--- src/verilog/pbc_pkg.sv ---
// Constants, field layout and types shared by the polling bit-check controller
package pbc_pkg;

	// ------------------------------------------------------------------
	// Clock and base tick timing
	// ------------------------------------------------------------------
	localparam int CLK_PERIOD_PS  = 8000;     // Core clock period, 125 MHz
	localparam int TICK_LO_PS     = 2038300;  // Base tick with clock-select low
	localparam int TICK_HI_PS     = 2069700;  // Base tick with clock-select high
	localparam int TICK_DIV_LO    = TICK_LO_PS / CLK_PERIOD_PS;
	localparam int TICK_DIV_HI    = TICK_HI_PS / CLK_PERIOD_PS;
	localparam int DIV_W          = 9;

	// ------------------------------------------------------------------
	// Register map (byte addresses)
	// ------------------------------------------------------------------
	localparam int                ADDR_W      = 12;
	localparam logic [ADDR_W-1:0] ADDR_OPERATING_CONFIG_REG = 12'h000;
	localparam logic [ADDR_W-1:0] ADDR_LIMIT  = 12'h004;
	localparam logic [ADDR_W-1:0] ADDR_CTRL   = 12'h008;
	localparam logic [ADDR_W-1:0] ADDR_STATUS = 12'h00c;

	// ------------------------------------------------------------------
	// Field positions
	// ------------------------------------------------------------------
	localparam int BAUD_LSB     = 0;   // 2 bits, baud_range_sel
	localparam int NBIT_LSB     = 2;   // 2 bits, checked-bit count code
	localparam int SLEEP_LSB    = 4;   // 5 bits, sleep value
	localparam int EXTP_BIT     = 9;   // sleep_ext_permanent
	localparam int EXTT_BIT     = 10;  // sleep_ext_temporary
	localparam int LMIN_LSB     = 0;   // Lower window bound
	localparam int LMAX_LSB     = 8;   // Upper window bound
	localparam int CMD_POLL_BIT = 0;   // Write 1: back to polling
	localparam int ST_LSB       = 0;   // Status: state code
	localparam int RXM_BIT      = 2;   // Status: receiving mode
	localparam int CHK_LSB      = 8;   // Status: passed checks
	localparam int IVC_LSB      = 16;  // Status: edge_interval_count

	// ------------------------------------------------------------------
	// Field widths, reset values and timing factors
	// ------------------------------------------------------------------
	localparam int           SLEEP_W      = 5;
	localparam int           LIM_W        = 6;
	localparam int           CHK_W        = 5;
	localparam int           TMR_W        = 18;
	localparam logic [1:0]   BAUD_RST     = 2'h1;
	localparam logic [1:0]   NBIT_RST     = 2'h1;
	localparam logic [4:0]   SLEEP_RST    = 5'h05;
	localparam logic [4:0]   SLEEP_MAX    = 5'h1f;
	localparam logic [5:0]   LIM_MIN_RST  = 6'h0e;  // 14
	localparam logic [5:0]   LIM_MAX_RST  = 6'h18;  // 24
	localparam logic [17:0]  SLEEP_UNIT   = 18'h00400;  // 1024 base ticks
	localparam logic [3:0]   SLEEP_EXT    = 4'h8;
	localparam logic [3:0]   XTICK_RANGE0 = 4'h8;
	localparam logic [4:0]   CHK_PER_STEP = 5'h06;  // 3 bits, 2 checks each
	localparam logic [17:0]  WARMUP_XT    = 18'h00020;  // Warm-up in extended ticks

	// ------------------------------------------------------------------
	// Types
	// ------------------------------------------------------------------
	typedef enum logic [1:0] {
		ST_SLEEP,
		ST_WARMUP,
		ST_CHECK,
		ST_RECEIVE
	} pbc_state_t;

endpackage

--- src/verilog/pbc_polling_ctrl.sv ---
// Polling, bit-check and receive-mode controller with APB register access
// ------------------------------------------------------------------
// Summary of operation
// - Base tick from divider whose factor follows the clock-select pin.
// - Extended tick is 8, 4, 2 or 1 base ticks by baud range.
// - Polling loops through sleep, warm-up and bit-check phases.
// - Warm-up enables signal path; demodulator output is ignored meanwhile.
// - Warm-up length depends on baud range and base tick.
// - Sleep lasts sleep value times extension factor times 1024 base ticks.
// - Permanent extension bit forces extension factor eight.
// - Temporary extension holds while checks pass; first failure clears it.
// - Highest sleep value sleeps until another value is written.
// - Checked bits 0, 3, 6 or 9, two interval checks per bit.
// - Intervals inside window continue; outside window returns to sleep.
// - Window bounds held in limit register, scaled by extended tick.
// - Interval counter advances on extended tick during bit check.
// - Fail if count below lower bound at edge, or reaching upper bound.
// - Reset bounds are 14 lower and 24 upper.
// - After all checks pass, demodulated data drives the data pin.
// - Failing check duration does not depend on checked-bit count.
// - Success enters receiving mode until commanded back to polling.
// - In receiving mode data output changes only on extended tick.
// ------------------------------------------------------------------
//
// Local design decisions: the APB slave port and the placing of the registers.
`timescale 1ns/1ns
module pbc_polling_ctrl #(
	parameter int TICK_DIV_LO = pbc_pkg::TICK_DIV_LO,
	parameter int TICK_DIV_HI = pbc_pkg::TICK_DIV_HI
) (
	// Clock and reset
	input  wire logic                       core_clk,
	input  wire logic                       rst_n,
	// APB slave
	input  wire logic                       psel,
	input  wire logic                       penable,
	input  wire logic                       pwrite,
	input  wire logic [pbc_pkg::ADDR_W-1:0] paddr,
	input  wire logic [31:0]                pwdata,
	output logic      [31:0]                prdata,
	output logic                            pready,
	output logic                            pslverr,
	// Pins
	input  wire logic                       clkSelPin,
	input  wire logic                       demodIn,
	output logic                            dataOut,
	output logic                            dataOe,
	output logic                            sigEnable
);
	import pbc_pkg::*;

	// ------------------------------------------------------------------
	// State
	// ------------------------------------------------------------------
	typedef struct packed {
		logic [1:0]         selSync;
		logic [1:0]         demSync;
		logic [DIV_W-1:0]   baseCnt;
		logic [3:0]         xCnt;
		pbc_state_t         state;
		logic [TMR_W-1:0]   timer;
		logic [LIM_W-1:0]   ivCnt;
		logic [CHK_W-1:0]   checks;
		logic               demPrev;
		logic [1:0]         baud;
		logic [1:0]         nbit;
		logic [SLEEP_W-1:0] sleepVal;
		logic               extPerm;
		logic               extTemp;
		logic [LIM_W-1:0]   limMin;
		logic [LIM_W-1:0]   limMax;
		logic [31:0]        rdata;
		logic               ready;
		logic               slverr;
		logic               data;
		logic               oe;
		logic               sigEn;
	} pbc_regs_t;

	pbc_regs_t r_q;
	pbc_regs_t r_d;

	// ------------------------------------------------------------------
	// Helper functions
	// ------------------------------------------------------------------
	// Extended tick length in base ticks for a baud range
	function automatic logic [3:0] xtickLen(input logic [1:0] range);
		xtickLen = XTICK_RANGE0 >> range;
	endfunction

	// Number of interval checks for a checked-bit code
	function automatic logic [CHK_W-1:0] checkTarget(input logic [1:0] code);
		logic [CHK_W-1:0] acc;
		// Three steps of six checks give 0, 6, 12 or 18
		acc = '0;
		for (int i = 0; i < 3; i++) begin
			if (i < int'(code)) begin
				acc = acc + CHK_PER_STEP;
			end
		end
		checkTarget = acc;
	endfunction

	// Sleep length in base ticks
	function automatic logic [TMR_W-1:0] sleepLen(input logic [SLEEP_W-1:0] val,
	                                              input logic               ext);
		logic [TMR_W-1:0] base;
		// The longest sleep, 31 units extended eightfold, still fits the timer
		base = TMR_W'(val) * SLEEP_UNIT;
		sleepLen = ext ? (base * TMR_W'(SLEEP_EXT)) : base;
	endfunction

	// Register read decode
	function automatic logic [31:0] readMux(input pbc_regs_t s,
	                                        input logic [ADDR_W-1:0] a);
		logic [31:0] v;
		v = '0;
		case (a)
			ADDR_OPERATING_CONFIG_REG: begin
				v[BAUD_LSB +: 2]        = s.baud;
				v[NBIT_LSB +: 2]        = s.nbit;
				v[SLEEP_LSB +: SLEEP_W] = s.sleepVal;
				v[EXTP_BIT]             = s.extPerm;
				v[EXTT_BIT]             = s.extTemp;
			end
			ADDR_LIMIT: begin
				v[LMIN_LSB +: LIM_W] = s.limMin;
				v[LMAX_LSB +: LIM_W] = s.limMax;
			end
			ADDR_STATUS: begin
				v[ST_LSB +: 2]       = s.state;
				v[RXM_BIT]           = (s.state == ST_RECEIVE);
				v[CHK_LSB +: CHK_W]  = s.checks;
				v[IVC_LSB +: LIM_W]  = s.ivCnt;
			end
			default: begin
				v = '0;
			end
		endcase
		readMux = v;
	endfunction

	// Address is one of the mapped words
	function automatic logic isMapped(input logic [ADDR_W-1:0] a);
		isMapped = (a == ADDR_OPERATING_CONFIG_REG) || (a == ADDR_LIMIT) ||
		           (a == ADDR_CTRL) || (a == ADDR_STATUS);
	endfunction

	// ------------------------------------------------------------------
	// Next-state logic
	// ------------------------------------------------------------------
	logic               baseTick;
	logic               xTick;
	logic [DIV_W-1:0]   divLen;
	logic               wrEn;
	logic               pollCmd;
	logic               demNow;
	logic               edgeSeen;
	logic               extOn;

	always_comb begin
		r_d = r_q;

		// Pin synchronisers
		// Only the second flop of each pair is read; the first may be metastable
		r_d.selSync = {r_q.selSync[0], clkSelPin};
		r_d.demSync = {r_q.demSync[0], demodIn};
		demNow      = r_q.demSync[1];

		// Base tick divider, factor chosen by clock-select pin
		// A factor shortened mid-count only fires one tick early
		divLen   = r_q.selSync[1] ? DIV_W'(TICK_DIV_HI) : DIV_W'(TICK_DIV_LO);
		baseTick = (r_q.baseCnt >= divLen - DIV_W'(1));
		r_d.baseCnt = baseTick ? '0 : r_q.baseCnt + DIV_W'(1);

		// Extended tick from base ticks
		xTick = baseTick && (r_q.xCnt >= xtickLen(r_q.baud) - 4'h1);
		if (baseTick) begin
			r_d.xCnt = xTick ? 4'h0 : r_q.xCnt + 4'h1;
		end

		// APB access phase handling
		// Zero wait states: the answer is prepared in the setup cycle,
		// so pready stands for exactly the first access cycle
		wrEn    = psel && penable && r_q.ready && pwrite;
		pollCmd = 1'b0;
		if (psel && !penable) begin
			r_d.ready  = 1'b1;
			r_d.slverr = !isMapped(paddr);
			r_d.rdata  = pwrite ? 32'h0 : readMux(r_q, paddr);
		end else if (psel && penable && r_q.ready) begin
			r_d.ready  = 1'b0;
			r_d.slverr = 1'b0;
		end

		// Register writes
		// A write lands on the access edge that samples pready high
		if (wrEn) begin
			case (paddr)
				ADDR_OPERATING_CONFIG_REG: begin
					r_d.baud     = pwdata[BAUD_LSB +: 2];
					r_d.nbit     = pwdata[NBIT_LSB +: 2];
					r_d.sleepVal = pwdata[SLEEP_LSB +: SLEEP_W];
					r_d.extPerm  = pwdata[EXTP_BIT];
					r_d.extTemp  = pwdata[EXTT_BIT];
				end
				ADDR_LIMIT: begin
					r_d.limMin = pwdata[LMIN_LSB +: LIM_W];
					r_d.limMax = pwdata[LMAX_LSB +: LIM_W];
				end
				ADDR_CTRL: begin
					pollCmd = pwdata[CMD_POLL_BIT];
				end
				default: begin
					pollCmd = 1'b0;
				end
			endcase
		end

		// Sleep extension uses register values as they stand now
		// A failure clearing the temporary bit shortens the very next sleep
		extOn    = r_q.extPerm || r_q.extTemp;
		edgeSeen = (demNow != r_q.demPrev);

		// Phase sequencer
		// The timer counts base ticks in sleep and extended ticks in warm-up
		case (r_q.state)
			ST_SLEEP: begin
				r_d.sigEn = 1'b0;
				r_d.oe    = 1'b0;
				if (r_q.sleepVal == SLEEP_MAX) begin
					// Parked: hold the timer so a new value restarts a full sleep
					r_d.timer = '0;
				end else if (r_q.timer >= sleepLen(r_q.sleepVal, extOn)) begin
					r_d.state = ST_WARMUP;
					r_d.timer = '0;
					r_d.sigEn = 1'b1;
				end else if (baseTick) begin
					r_d.timer = r_q.timer + TMR_W'(1);
				end
			end
			ST_WARMUP: begin
				// Demodulator output is not looked at while settling
				r_d.sigEn = 1'b1;
				if (r_q.timer >= WARMUP_XT) begin
					r_d.timer   = '0;
					r_d.ivCnt   = '0;
					r_d.checks  = '0;
					r_d.demPrev = demNow;
					if (checkTarget(r_q.nbit) == '0) begin
						r_d.state = ST_RECEIVE;
						r_d.data  = demNow;
						r_d.oe    = 1'b1;
					end else begin
						r_d.state = ST_CHECK;
					end
				end else if (xTick) begin
					r_d.timer = r_q.timer + TMR_W'(1);
				end
			end
			ST_CHECK: begin
				r_d.demPrev = demNow;
				if (edgeSeen) begin
					// An edge that lands as the count reaches the upper bound is too late
					if ((r_q.ivCnt < r_q.limMin) || (r_q.ivCnt >= r_q.limMax)) begin
						r_d.state   = ST_SLEEP;
						r_d.extTemp = 1'b0;
						r_d.sigEn   = 1'b0;
					end else if (r_q.checks + CHK_W'(1) >= checkTarget(r_q.nbit)) begin
						// The last passing edge hands the pin over at once
						r_d.state  = ST_RECEIVE;
						r_d.checks = r_q.checks + CHK_W'(1);
						r_d.data   = demNow;
						r_d.oe     = 1'b1;
					end else begin
						r_d.checks = r_q.checks + CHK_W'(1);
						r_d.ivCnt  = '0;
					end
				end else if (r_q.ivCnt >= r_q.limMax) begin
					r_d.state   = ST_SLEEP;
					r_d.extTemp = 1'b0;
					r_d.sigEn   = 1'b0;
				end else if (xTick) begin
					// The upper-bound failure stops the count at the bound, at most 63, so it never wraps
					r_d.ivCnt = r_q.ivCnt + LIM_W'(1);
				end
			end
			ST_RECEIVE: begin
				r_d.oe = 1'b1;
				if (xTick) begin
					r_d.data = demNow;
				end
				if (pollCmd) begin
					r_d.state = ST_SLEEP;
					r_d.timer = '0;
					r_d.oe    = 1'b0;
					r_d.sigEn = 1'b0;
					// Leave the pin high, its resting level
					r_d.data  = 1'b1;
				end
			end
			default: begin
				r_d.state = ST_SLEEP;
			end
		endcase

		// Software write of the temporary bit wins over the hardware clear
		if (wrEn && (paddr == ADDR_OPERATING_CONFIG_REG)) begin
			r_d.extTemp = pwdata[EXTT_BIT];
		end
	end

	// ------------------------------------------------------------------
	// State register
	// ------------------------------------------------------------------
	// Reset loads the default configuration and window bounds
	always_ff @(posedge core_clk or negedge rst_n) begin
		if (!rst_n) begin
			r_q          <= '0;
			r_q.state    <= ST_SLEEP;
			r_q.baud     <= BAUD_RST;
			r_q.nbit     <= NBIT_RST;
			r_q.sleepVal <= SLEEP_RST;
			r_q.limMin   <= LIM_MIN_RST;
			r_q.limMax   <= LIM_MAX_RST;
			r_q.data     <= 1'b1;
		end else begin
			r_q <= r_d;
		end
	end

	// ------------------------------------------------------------------
	// Outputs, all straight from flops
	// ------------------------------------------------------------------
	// Data rests high so a sleeping receiver never shows a false start edge
	assign prdata    = r_q.rdata;
	assign pready    = r_q.ready;
	assign pslverr   = r_q.slverr;
	assign dataOut   = r_q.data;
	assign dataOe    = r_q.oe;
	assign sigEnable = r_q.sigEn;

endmodule
--- config.mk ---
export PLATFORM = sky130hd
export DESIGN_NAME = pbc_polling_ctrl
export DESIGN_NICKNAME = d
export VERILOG_FILES = /design/src/verilog/pbc_pkg.sv /design/src/verilog/pbc_polling_ctrl.sv
export SDC_FILE = /design/constraint.sdc
export NUM_CORES = 1
export LEC_CHECK = 0
export ABC_AREA = 1
export BUFFER_PORTS_ARGS = -buffer_cell sky130_fd_sc_hd__buf_2
export CAP_MARGIN = 10
export CORE_MARGIN = 10
export CORE_UTILIZATION = 44
export DETAILED_ROUTE_END_ITERATION = 7
export MAX_ROUTING_LAYER = met4
export PLACE_DENSITY = 0.74
export SETUP_SLACK_MARGIN = 0.3
export SYNTH_ARGS = -nofsm -noshare
export SYNTH_HDL_FRONTEND = slang
export SYNTH_SLANG_ARGS = --single-unit
--- constraint.sdc ---
create_clock -name core_clk -period 2.5 [get_ports core_clk]
set_input_delay 0.5 -clock core_clk [delete_from_list [all_inputs] [get_ports core_clk]]
set_output_delay 0.5 -clock core_clk [all_outputs]
set_load 0.03 [all_outputs]
==> results of run 1 <==
[worst min path at each step]
stage,from,end,slack [ns],cells past startpoint
detailed placement,r_d[106],demNow,0.34,0
floorplan,rst_n,dataOe,0.20,0
global route,rst_n,r_q[76],0.15,1
CTS,rst_n,r_q[80],0.13,1
global placement,r_d[108],r_q[108],0.33,0
finish,rst_n,r_q[64],0.12,1
[through the flow]
step | hold WS [ns] | utilization [%] | instances | worst slack [ns]
after global routing | 0.146 | 53.6 | 1115 | 0.141
after CTS | 0.127 | 50.0 | 1095 | 0.253
after global placement | 0.333 | 47.0 | 1070 | 0.160
final | 0.119 | 53.6 | 1115 | 0.265
after detailed placement | 0.338 | 47.0 | 1070 | 0.150
after floorplan | 0.204 | - | 864 | 0.328
[sequential cells by signal, summed over array words and instances (netlist names)]
name	count
demNow	1
pslverr	1
prdata	20
sigEnable	1
pready	1
dataOe	1
r_q	69
r_d	2
dataOut	1
[layout make-up]
type / count / share of cell area [%]
timing repair buffer: 94 / 8.01
clock buffer: 9 / 2.90
tap: 184 / 2.96
sequential: 97 / 31.4
inverter: 112 / 5.48
multi-input combinational: 612 / 48.1
clock inverter: 7 / 1.08
[routing by layer]
metal  up-vias  GRT usage, %  wire length (um)
li1       2844             -                 -
met1      2681          19.0              7000
met2       182          25.7              8070
met3        33          3.34               967
met4         0          5.33               398
met5         -             -                 0
[power groups by stage]
stage	Sequential, mW	Combinational (mW)	Clock (mW)
4_1_cts	1.99	2.01	1.45
6_report	2.01	2.46	1.42
2_1_floorplan	2.01	1.50	0
3_5_place_dp	2.02	1.87	0
5_1_grt	2.04	2.72	1.51
3_3_place_gp	2.02	1.82	0
[kinds of logic after synthesis]
family	after synthesis	synth area share (%)
other	2	0.116
buffers and inverters	160	11.8
AND/OR/NAND/NOR	418	29.0
AO/OA/AOI/OAI	110	9.87
flip-flops	97	37.7
adder cells (fa/ha/maj)	45	8.70
XOR/XNOR	21	2.84
[critical path, stage by stage (launching register included)]
cell      delay (ns)
dfstp_2         0.61
inv_4           0.06
ha_4            0.25
inv_2           0.04
ha_4            0.25
inv_1           0.04
o21bai_1        0.17
nand2_2         0.07
nand4_1         0.13
inv_2           0.07
nor2_4          0.13
nor2_4          0.07
buf_6           0.13
nand4_1         0.06
nand2_1         0.06
[what timing repair did]
item / in CTS / in global routing
hold buffers: 0 / 0
buffers inserted: 8 / 16
pin swaps: 9 / 29
gates resized for setup: 13 / 75
setup endpoints to repair: 25 / 34
cloned: 1 / 4
[cells in the final DEF (no fill, tap or decap), types with 5 or more instances in the layout]
cell type,n
inv_2,14
nand3_2,7
nor2_2,13
nand3_4,5
nand4_1,12
xor2_1,14
dfstp_2,10
a32o_1,9
conb_1,13
buf_4,30
buf_2,56
ha_4,12
inv_1,95
nand2_1,224
nand2_2,21
nor2_4,11
a21oi_1,36
a22o_1,5
nor2_1,68
clkbuf_16,9
o22ai_1,8
buf_6,5
o21ai_0,41
nand3_1,31
ha_1,33
nand2_4,8
nor3_1,10
dfrtp_1,85
==> impl_metrics.csv, run 1 <==
group,metric,value,unit
die,num_io_pins,88,
clocking,numCtsBuffers,9,
timing,fin_crit,2.23,ns
die,dieWidth,141,um
routing,drt_iter0_drc,452,
critical_path,arrival,2.49,ns
status,status,"complete, no violations",
routing,dr.pass1.iters,5,
critical_path,crit_end,"r_q[67]",
critical_path,worst_r2r_endpoint,"r_q[67]",
synthesis,synth_cell_type_count,44,
cells_and_area,fin_nets,1022,
placement,hpwl,11.4,mm
job,maxCapViolations,0,
routing,routedWlPerCell,14.7,um
grt,antenna_found_initial,0,
grt,grt_max_degree,42,
die,rows,44,
timing,finalHoldViolCount,0,
routing,ant_nets,0,
power,swShare,43.0,%
clocking,cts_tree,"built",
placement,port_buffers,57,
synthesis,syn_area,6470,um^2
die,die_area,20000,um^2
timing,fmax,0.447,GHz
routing,drt_wl_total,16.4,mm
clocking,htree_levels,3,
grt,grt.overflow.total,0,
critical_path,cp-start-kind,"flip-flop",
die,floorplan.initialDensity,44.7,%
cells_and_area,fin_area,7770,um^2
synthesis,synth_top_area_share,33.6,%
synthesis,yosys_warnings,0,
placement,dpl_cell_area,6800,um^2
routing,dr_total_vias,5740,
power,leakage,3.96,nW
critical_path,cp_max_fo,4,
power,power.density,759,nW/um^2
synthesis,synth.area.top_cells,"dfrtp_1, nand2_1, ha_1",
timing,finalMaxSlewViolations,0,
synthesis,synth_edf_count,0,
power,total_power,5.90,mW
clocking,clock-root-buffer,"clkbuf_16",
timing,fin_crit_sh,89.4,%
clocking,clk_pin_slew,0.08,ns
placement,gp_congestion,0.884,
power,seq_power_share,34.0,%
critical_path,timing.rr.start,"r_q[56]",
cells_and_area,drive_gt1_share,24.8,%
clocking,clk_latency,0.36,ns
critical_path,worstPathRequired,2.75,ns
cells_and_area,nFillCells,1283,
critical_path,end_kind,"flip-flop",
critical_path,r2r_cells,14,
synthesis,synth-main-ff-cell,"dfrtp_1",
timing,report.final.setup_viol,0,
routing,drcViolationCount,0,
routing,viasPerCell,5.15,
synthesis,yosysSeqAreaShare,37.7,%
power,clock_power_share,24.2,%
timing,rsz0062_at_grt,"true",
die,core_area,14500,um^2
power,p_comb_share,41.8,%
critical_path,cp-startpoint,"r_q[56]",
cells_and_area,antennaDiodeCount,0,
grt,grtUsageTotal,15.8,%
grt,grt_pass1_wl,25.6,mm
power,vdd_ir_drop_max,0.507,mV
synthesis,ys_async_sr_fraction,100,%
timing,fin_setup_tns,0,ns
synthesis,post-synth-top-count-cell,"nand2_1",
critical_path,crit_type,"reg2reg",
die,die_height,141,um
hold_path,hold_class,"in2async",
power,p_switching,2.54,mW
cells_and_area,syn_to_final_growth,19.9,%
clocking,clock-sinks,97,
power,p_int,3.36,mW
synthesis,synthTopCellsByCount,"nand2_1, inv_1, dfrtp_1",
synthesis,netlist_instances,853,
cells_and_area,multi_input_area,3740,um^2
critical_path,reg2reg_slack,0.27,ns
timing,clock_skew,0.0137,ns
timing,relSlewSlack,55.2,%
synthesis,avgSynthCellArea,7.59,um^2
grt,grt_pass1_vias,5245,
synthesis,yosysTopAreaCell,"dfrtp_1",
cells_and_area,regArea,2440,um^2
synthesis,ys_ff_latch,97,
clocking,clockBufferDepth,2,
timing,worstMarginPinSlew,0.670,ns
Power figures use the tool's default switching activity.
==> run 2, diff against run 1 <==
--- a/config.mk
+++ b/config.mk
@@ -10,9 +10,9 @@
 export CAP_MARGIN = 10
 export CORE_MARGIN = 10
 export CORE_UTILIZATION = 44
+export CTS_CLUSTER_SIZE = 28
 export DETAILED_ROUTE_END_ITERATION = 7
 export MAX_ROUTING_LAYER = met4
-export PLACE_DENSITY = 0.74
 export SETUP_SLACK_MARGIN = 0.3
 export SYNTH_ARGS = -nofsm -noshare
 export SYNTH_HDL_FRONTEND = slang
==> run 2 against run 1 <==
  * Register-to-register slack barely moved
  * Sequential share of layout area rose by 1.0 points
  * Highest routed layer unchanged
  * Flip-flop and latch count did not move
  * Die area did not move
  * Fmax fell by 0.32%
  * Hold slack got worse by 0.087 ns
  * Global-route usage rose by 0.55 points
  * Worst setup slack got worse by 0.0072 ns
  * Routed wire length fell by 1.5%
  * Critical path depth did not move
==> impl_metrics.csv, run 2 (synthesis results as in run 1) <==
group,metric,value,unit
routing,drt_wl_total,16.2,mm
timing,fin_setup_tns,0,ns
critical_path,path_buf_inv,2,
routing,dr.pass1.iters,4,
timing,fin_crit,2.24,ns
critical_path,end_kind,"flip-flop",
clocking,clk_latency,0.37,ns
grt,grt_pass1_wl,26.1,mm
routing,ant_nets,0,
hold_path,hold_class,"in2async",
grt,grt_pass1_vias,5281,
power,vdd_ir_drop_max,0.387,mV
die,num_io_pins,88,
power,swShare,41.4,%
timing,clock_skew,0.0110,ns
clocking,htree_levels,3,
critical_path,crit_type,"reg2reg",
timing,setup_ws,0.258,ns
critical_path,crit_end,"r_q[86]",
critical_path,worst_r2r_endpoint,"r_q[86]",
routing,drt_iter0_drc,443,
cells_and_area,fin_nets,1009,
die,rows,44,
cells_and_area,largest_register_ffs,69,
critical_path,arrival,2.51,ns
clocking,clock-root-buffer,"clkbuf_16",
critical_path,worstPathRequired,2.77,ns
routing,wl_met2,7.37,mm
grt,antenna_found_initial,0,
die,core_area,14500,um^2
cells_and_area,drive_gt1_share,22.7,%
power,p_int,3.47,mW
routing,dr_total_vias,5484,
critical_path,cp_cell_sequence,"nor2_4 > inv_2 > nand2_1 > ha_1 > a21o_1 > nor2_4 > nand2_2 > nor2_4 > nand2_2 > nor2_4 > buf_6 > nor2_4 > nand2_1 > nand2_1",
clocking,cts_tree,"built",
power,seq_power_share,33.8,%
routing,routedWlPerCell,14.7,um
placement,place_ws,0.133,ns
timing,finalHoldViolCount,0,
critical_path,cp_max_fo,7,
die,die_height,141,um
grt,grt.overflow.total,0,
critical_path,crit_family,"simple AND/OR/NAND/NOR gates",
cells_and_area,syn_to_final_growth,16.1,%
critical_path,timing.rr.start,"r_q[50]",
cells_and_area,antennaDiodeCount,0,
power,clock_power_share,26.4,%
critical_path,reg2reg_slack,0.26,ns
critical_path,slowest_stage,"dfrtp_1",
clocking,clk_pin_slew,0.07,ns
critical_path,slowest_delay,0.43,ns
power,p_switching,2.46,mW
clocking,clock-sinks,97,
cells_and_area,top_register,"r_q",
clocking,numCtsBuffers,9,
critical_path,r2r_cells,14,
die,dieWidth,141,um
placement,place_inst,1067,
grt,grtUsageTotal,16.3,%
grt,grt_max_degree,48,
job,maxCapViolations,0,
placement,gp_congestion,0.892,
timing,fin_crit_sh,89.7,%
timing,report.final.setup_viol,0,
placement,hpwl,11.6,mm
cells_and_area,final_cell_mix,"nand2_1, inv_1, dfrtp_1, nor2_1, buf_2",
placement,port_buffers,57,
power,leakage,3.88,nW
status,status,"complete, no violations",
routing,highest_layer,"met4",
placement,dpl_cell_area,6780,um^2
routing,met1Wirelength,7.87,mm
timing,fmax,0.446,GHz
cells_and_area,fin_area,7520,um^2
clocking,clockBufferDepth,2,
power,power.density,789,nW/um^2
timing,finalMaxSlewViolations,0,
die,die_area,20000,um^2
die,floorplan.initialDensity,44.7,%
power,p_comb_share,39.8,%
cells_and_area,fin_cells,1102,
critical_path,cp_common_cell,"nor2_4",
routing,dr_wl_met3,692,um
critical_path,cp-start-kind,"flip-flop",
routing,viasPerCell,4.98,
routing,drcViolationCount,0,
critical_path,cp-startpoint,"r_q[50]",
timing,rsz0062_at_grt,"true",
cells_and_area,final_common_cell,"nand2_1",
critical_path,cp.depth,14,
## run 2: cell count changes in the layout (fill, tap and decap cells not counted), moves of 3 or more
cell,previous run,this run
inv_8,3,0
ha_4,12,6
buf_4,30,18
ha_1,33,38
## run 2: timing repair
item                                    CTS  global route
hold buffers                              0             0
gates resized for setup                  12            58
pin swaps                                 6            34
endpoints found under the setup margin   28            36
cloned                                    0             5
setup buffers                             4            10
## run 2: worst reg2reg max path, stage by stage, from the launching register on
cell and delay, ns:
dfrtp_1 0.43, nor2_4 0.20, inv_2 0.08, nand2_1 0.08, ha_1 0.24, a21o_1 0.21, nor2_4 0.13, nand2_2 0.07
nor2_4 0.15, nand2_2 0.10, nor2_4 0.12, buf_6 0.14, nor2_4 0.06, nand2_1 0.07, nand2_1 0.05
## run 2: metrics by stage
stage	util (%)	hold WS, ns	power [mW]
after global placement	46.8	0.332	3.88
after floorplan	-	0.204	3.51
after detailed placement	46.8	0.335	3.91
after CTS	49.7	0.0483	5.55
final	51.9	0.0327	5.93
after global routing	51.9	0.0719	6.35
## run 2: worst min-delay path by stage
stage / slack, ns / cells past startpoint / endpoint
6_report: 0.03 / 1 / r_q[97]
5_1_grt: 0.07 / 1 / r_q[97]
4_1_cts: 0.05 / 1 / r_q[97]
3_5_place_dp: 0.33 / 0 / r_q[108]
3_3_place_gp: 0.33 / 0 / r_q[108]
2_1_floorplan: 0.20 / 0 / dataOe
## run 2: power by group through the flow
| stage | Clock (mW) | Sequential, mW | Combinational (mW) |
|---|---|---|---|
| after CTS | 1.59 | 1.99 | 1.97 |
| after global routing | 1.65 | 2.04 | 2.66 |
| after floorplan | 0 | 2.01 | 1.50 |
| after global placement | 0 | 2.02 | 1.86 |
| final | 1.57 | 2.01 | 2.36 |
| after detailed placement | 0 | 2.02 | 1.89 |
## run 2: routing by layer
metal	track usage, %	vias to the layer above
met5	-	-
met4	5.98	0
met3	2.60	20
met2	24.5	93
met1	21.8	2556
li1	-	2815
## run 2: area by class of cell
cell class | instances | area, um^2
fill | 1421 | 6960
multi-input combinational | 612 | 3600
sequential | 97 | 2440
timing repair buffer | 81 | 503
inverter | 112 | 423
tap | 184 | 230
clock buffer | 9 | 225
clock inverter | 7 | 98.8
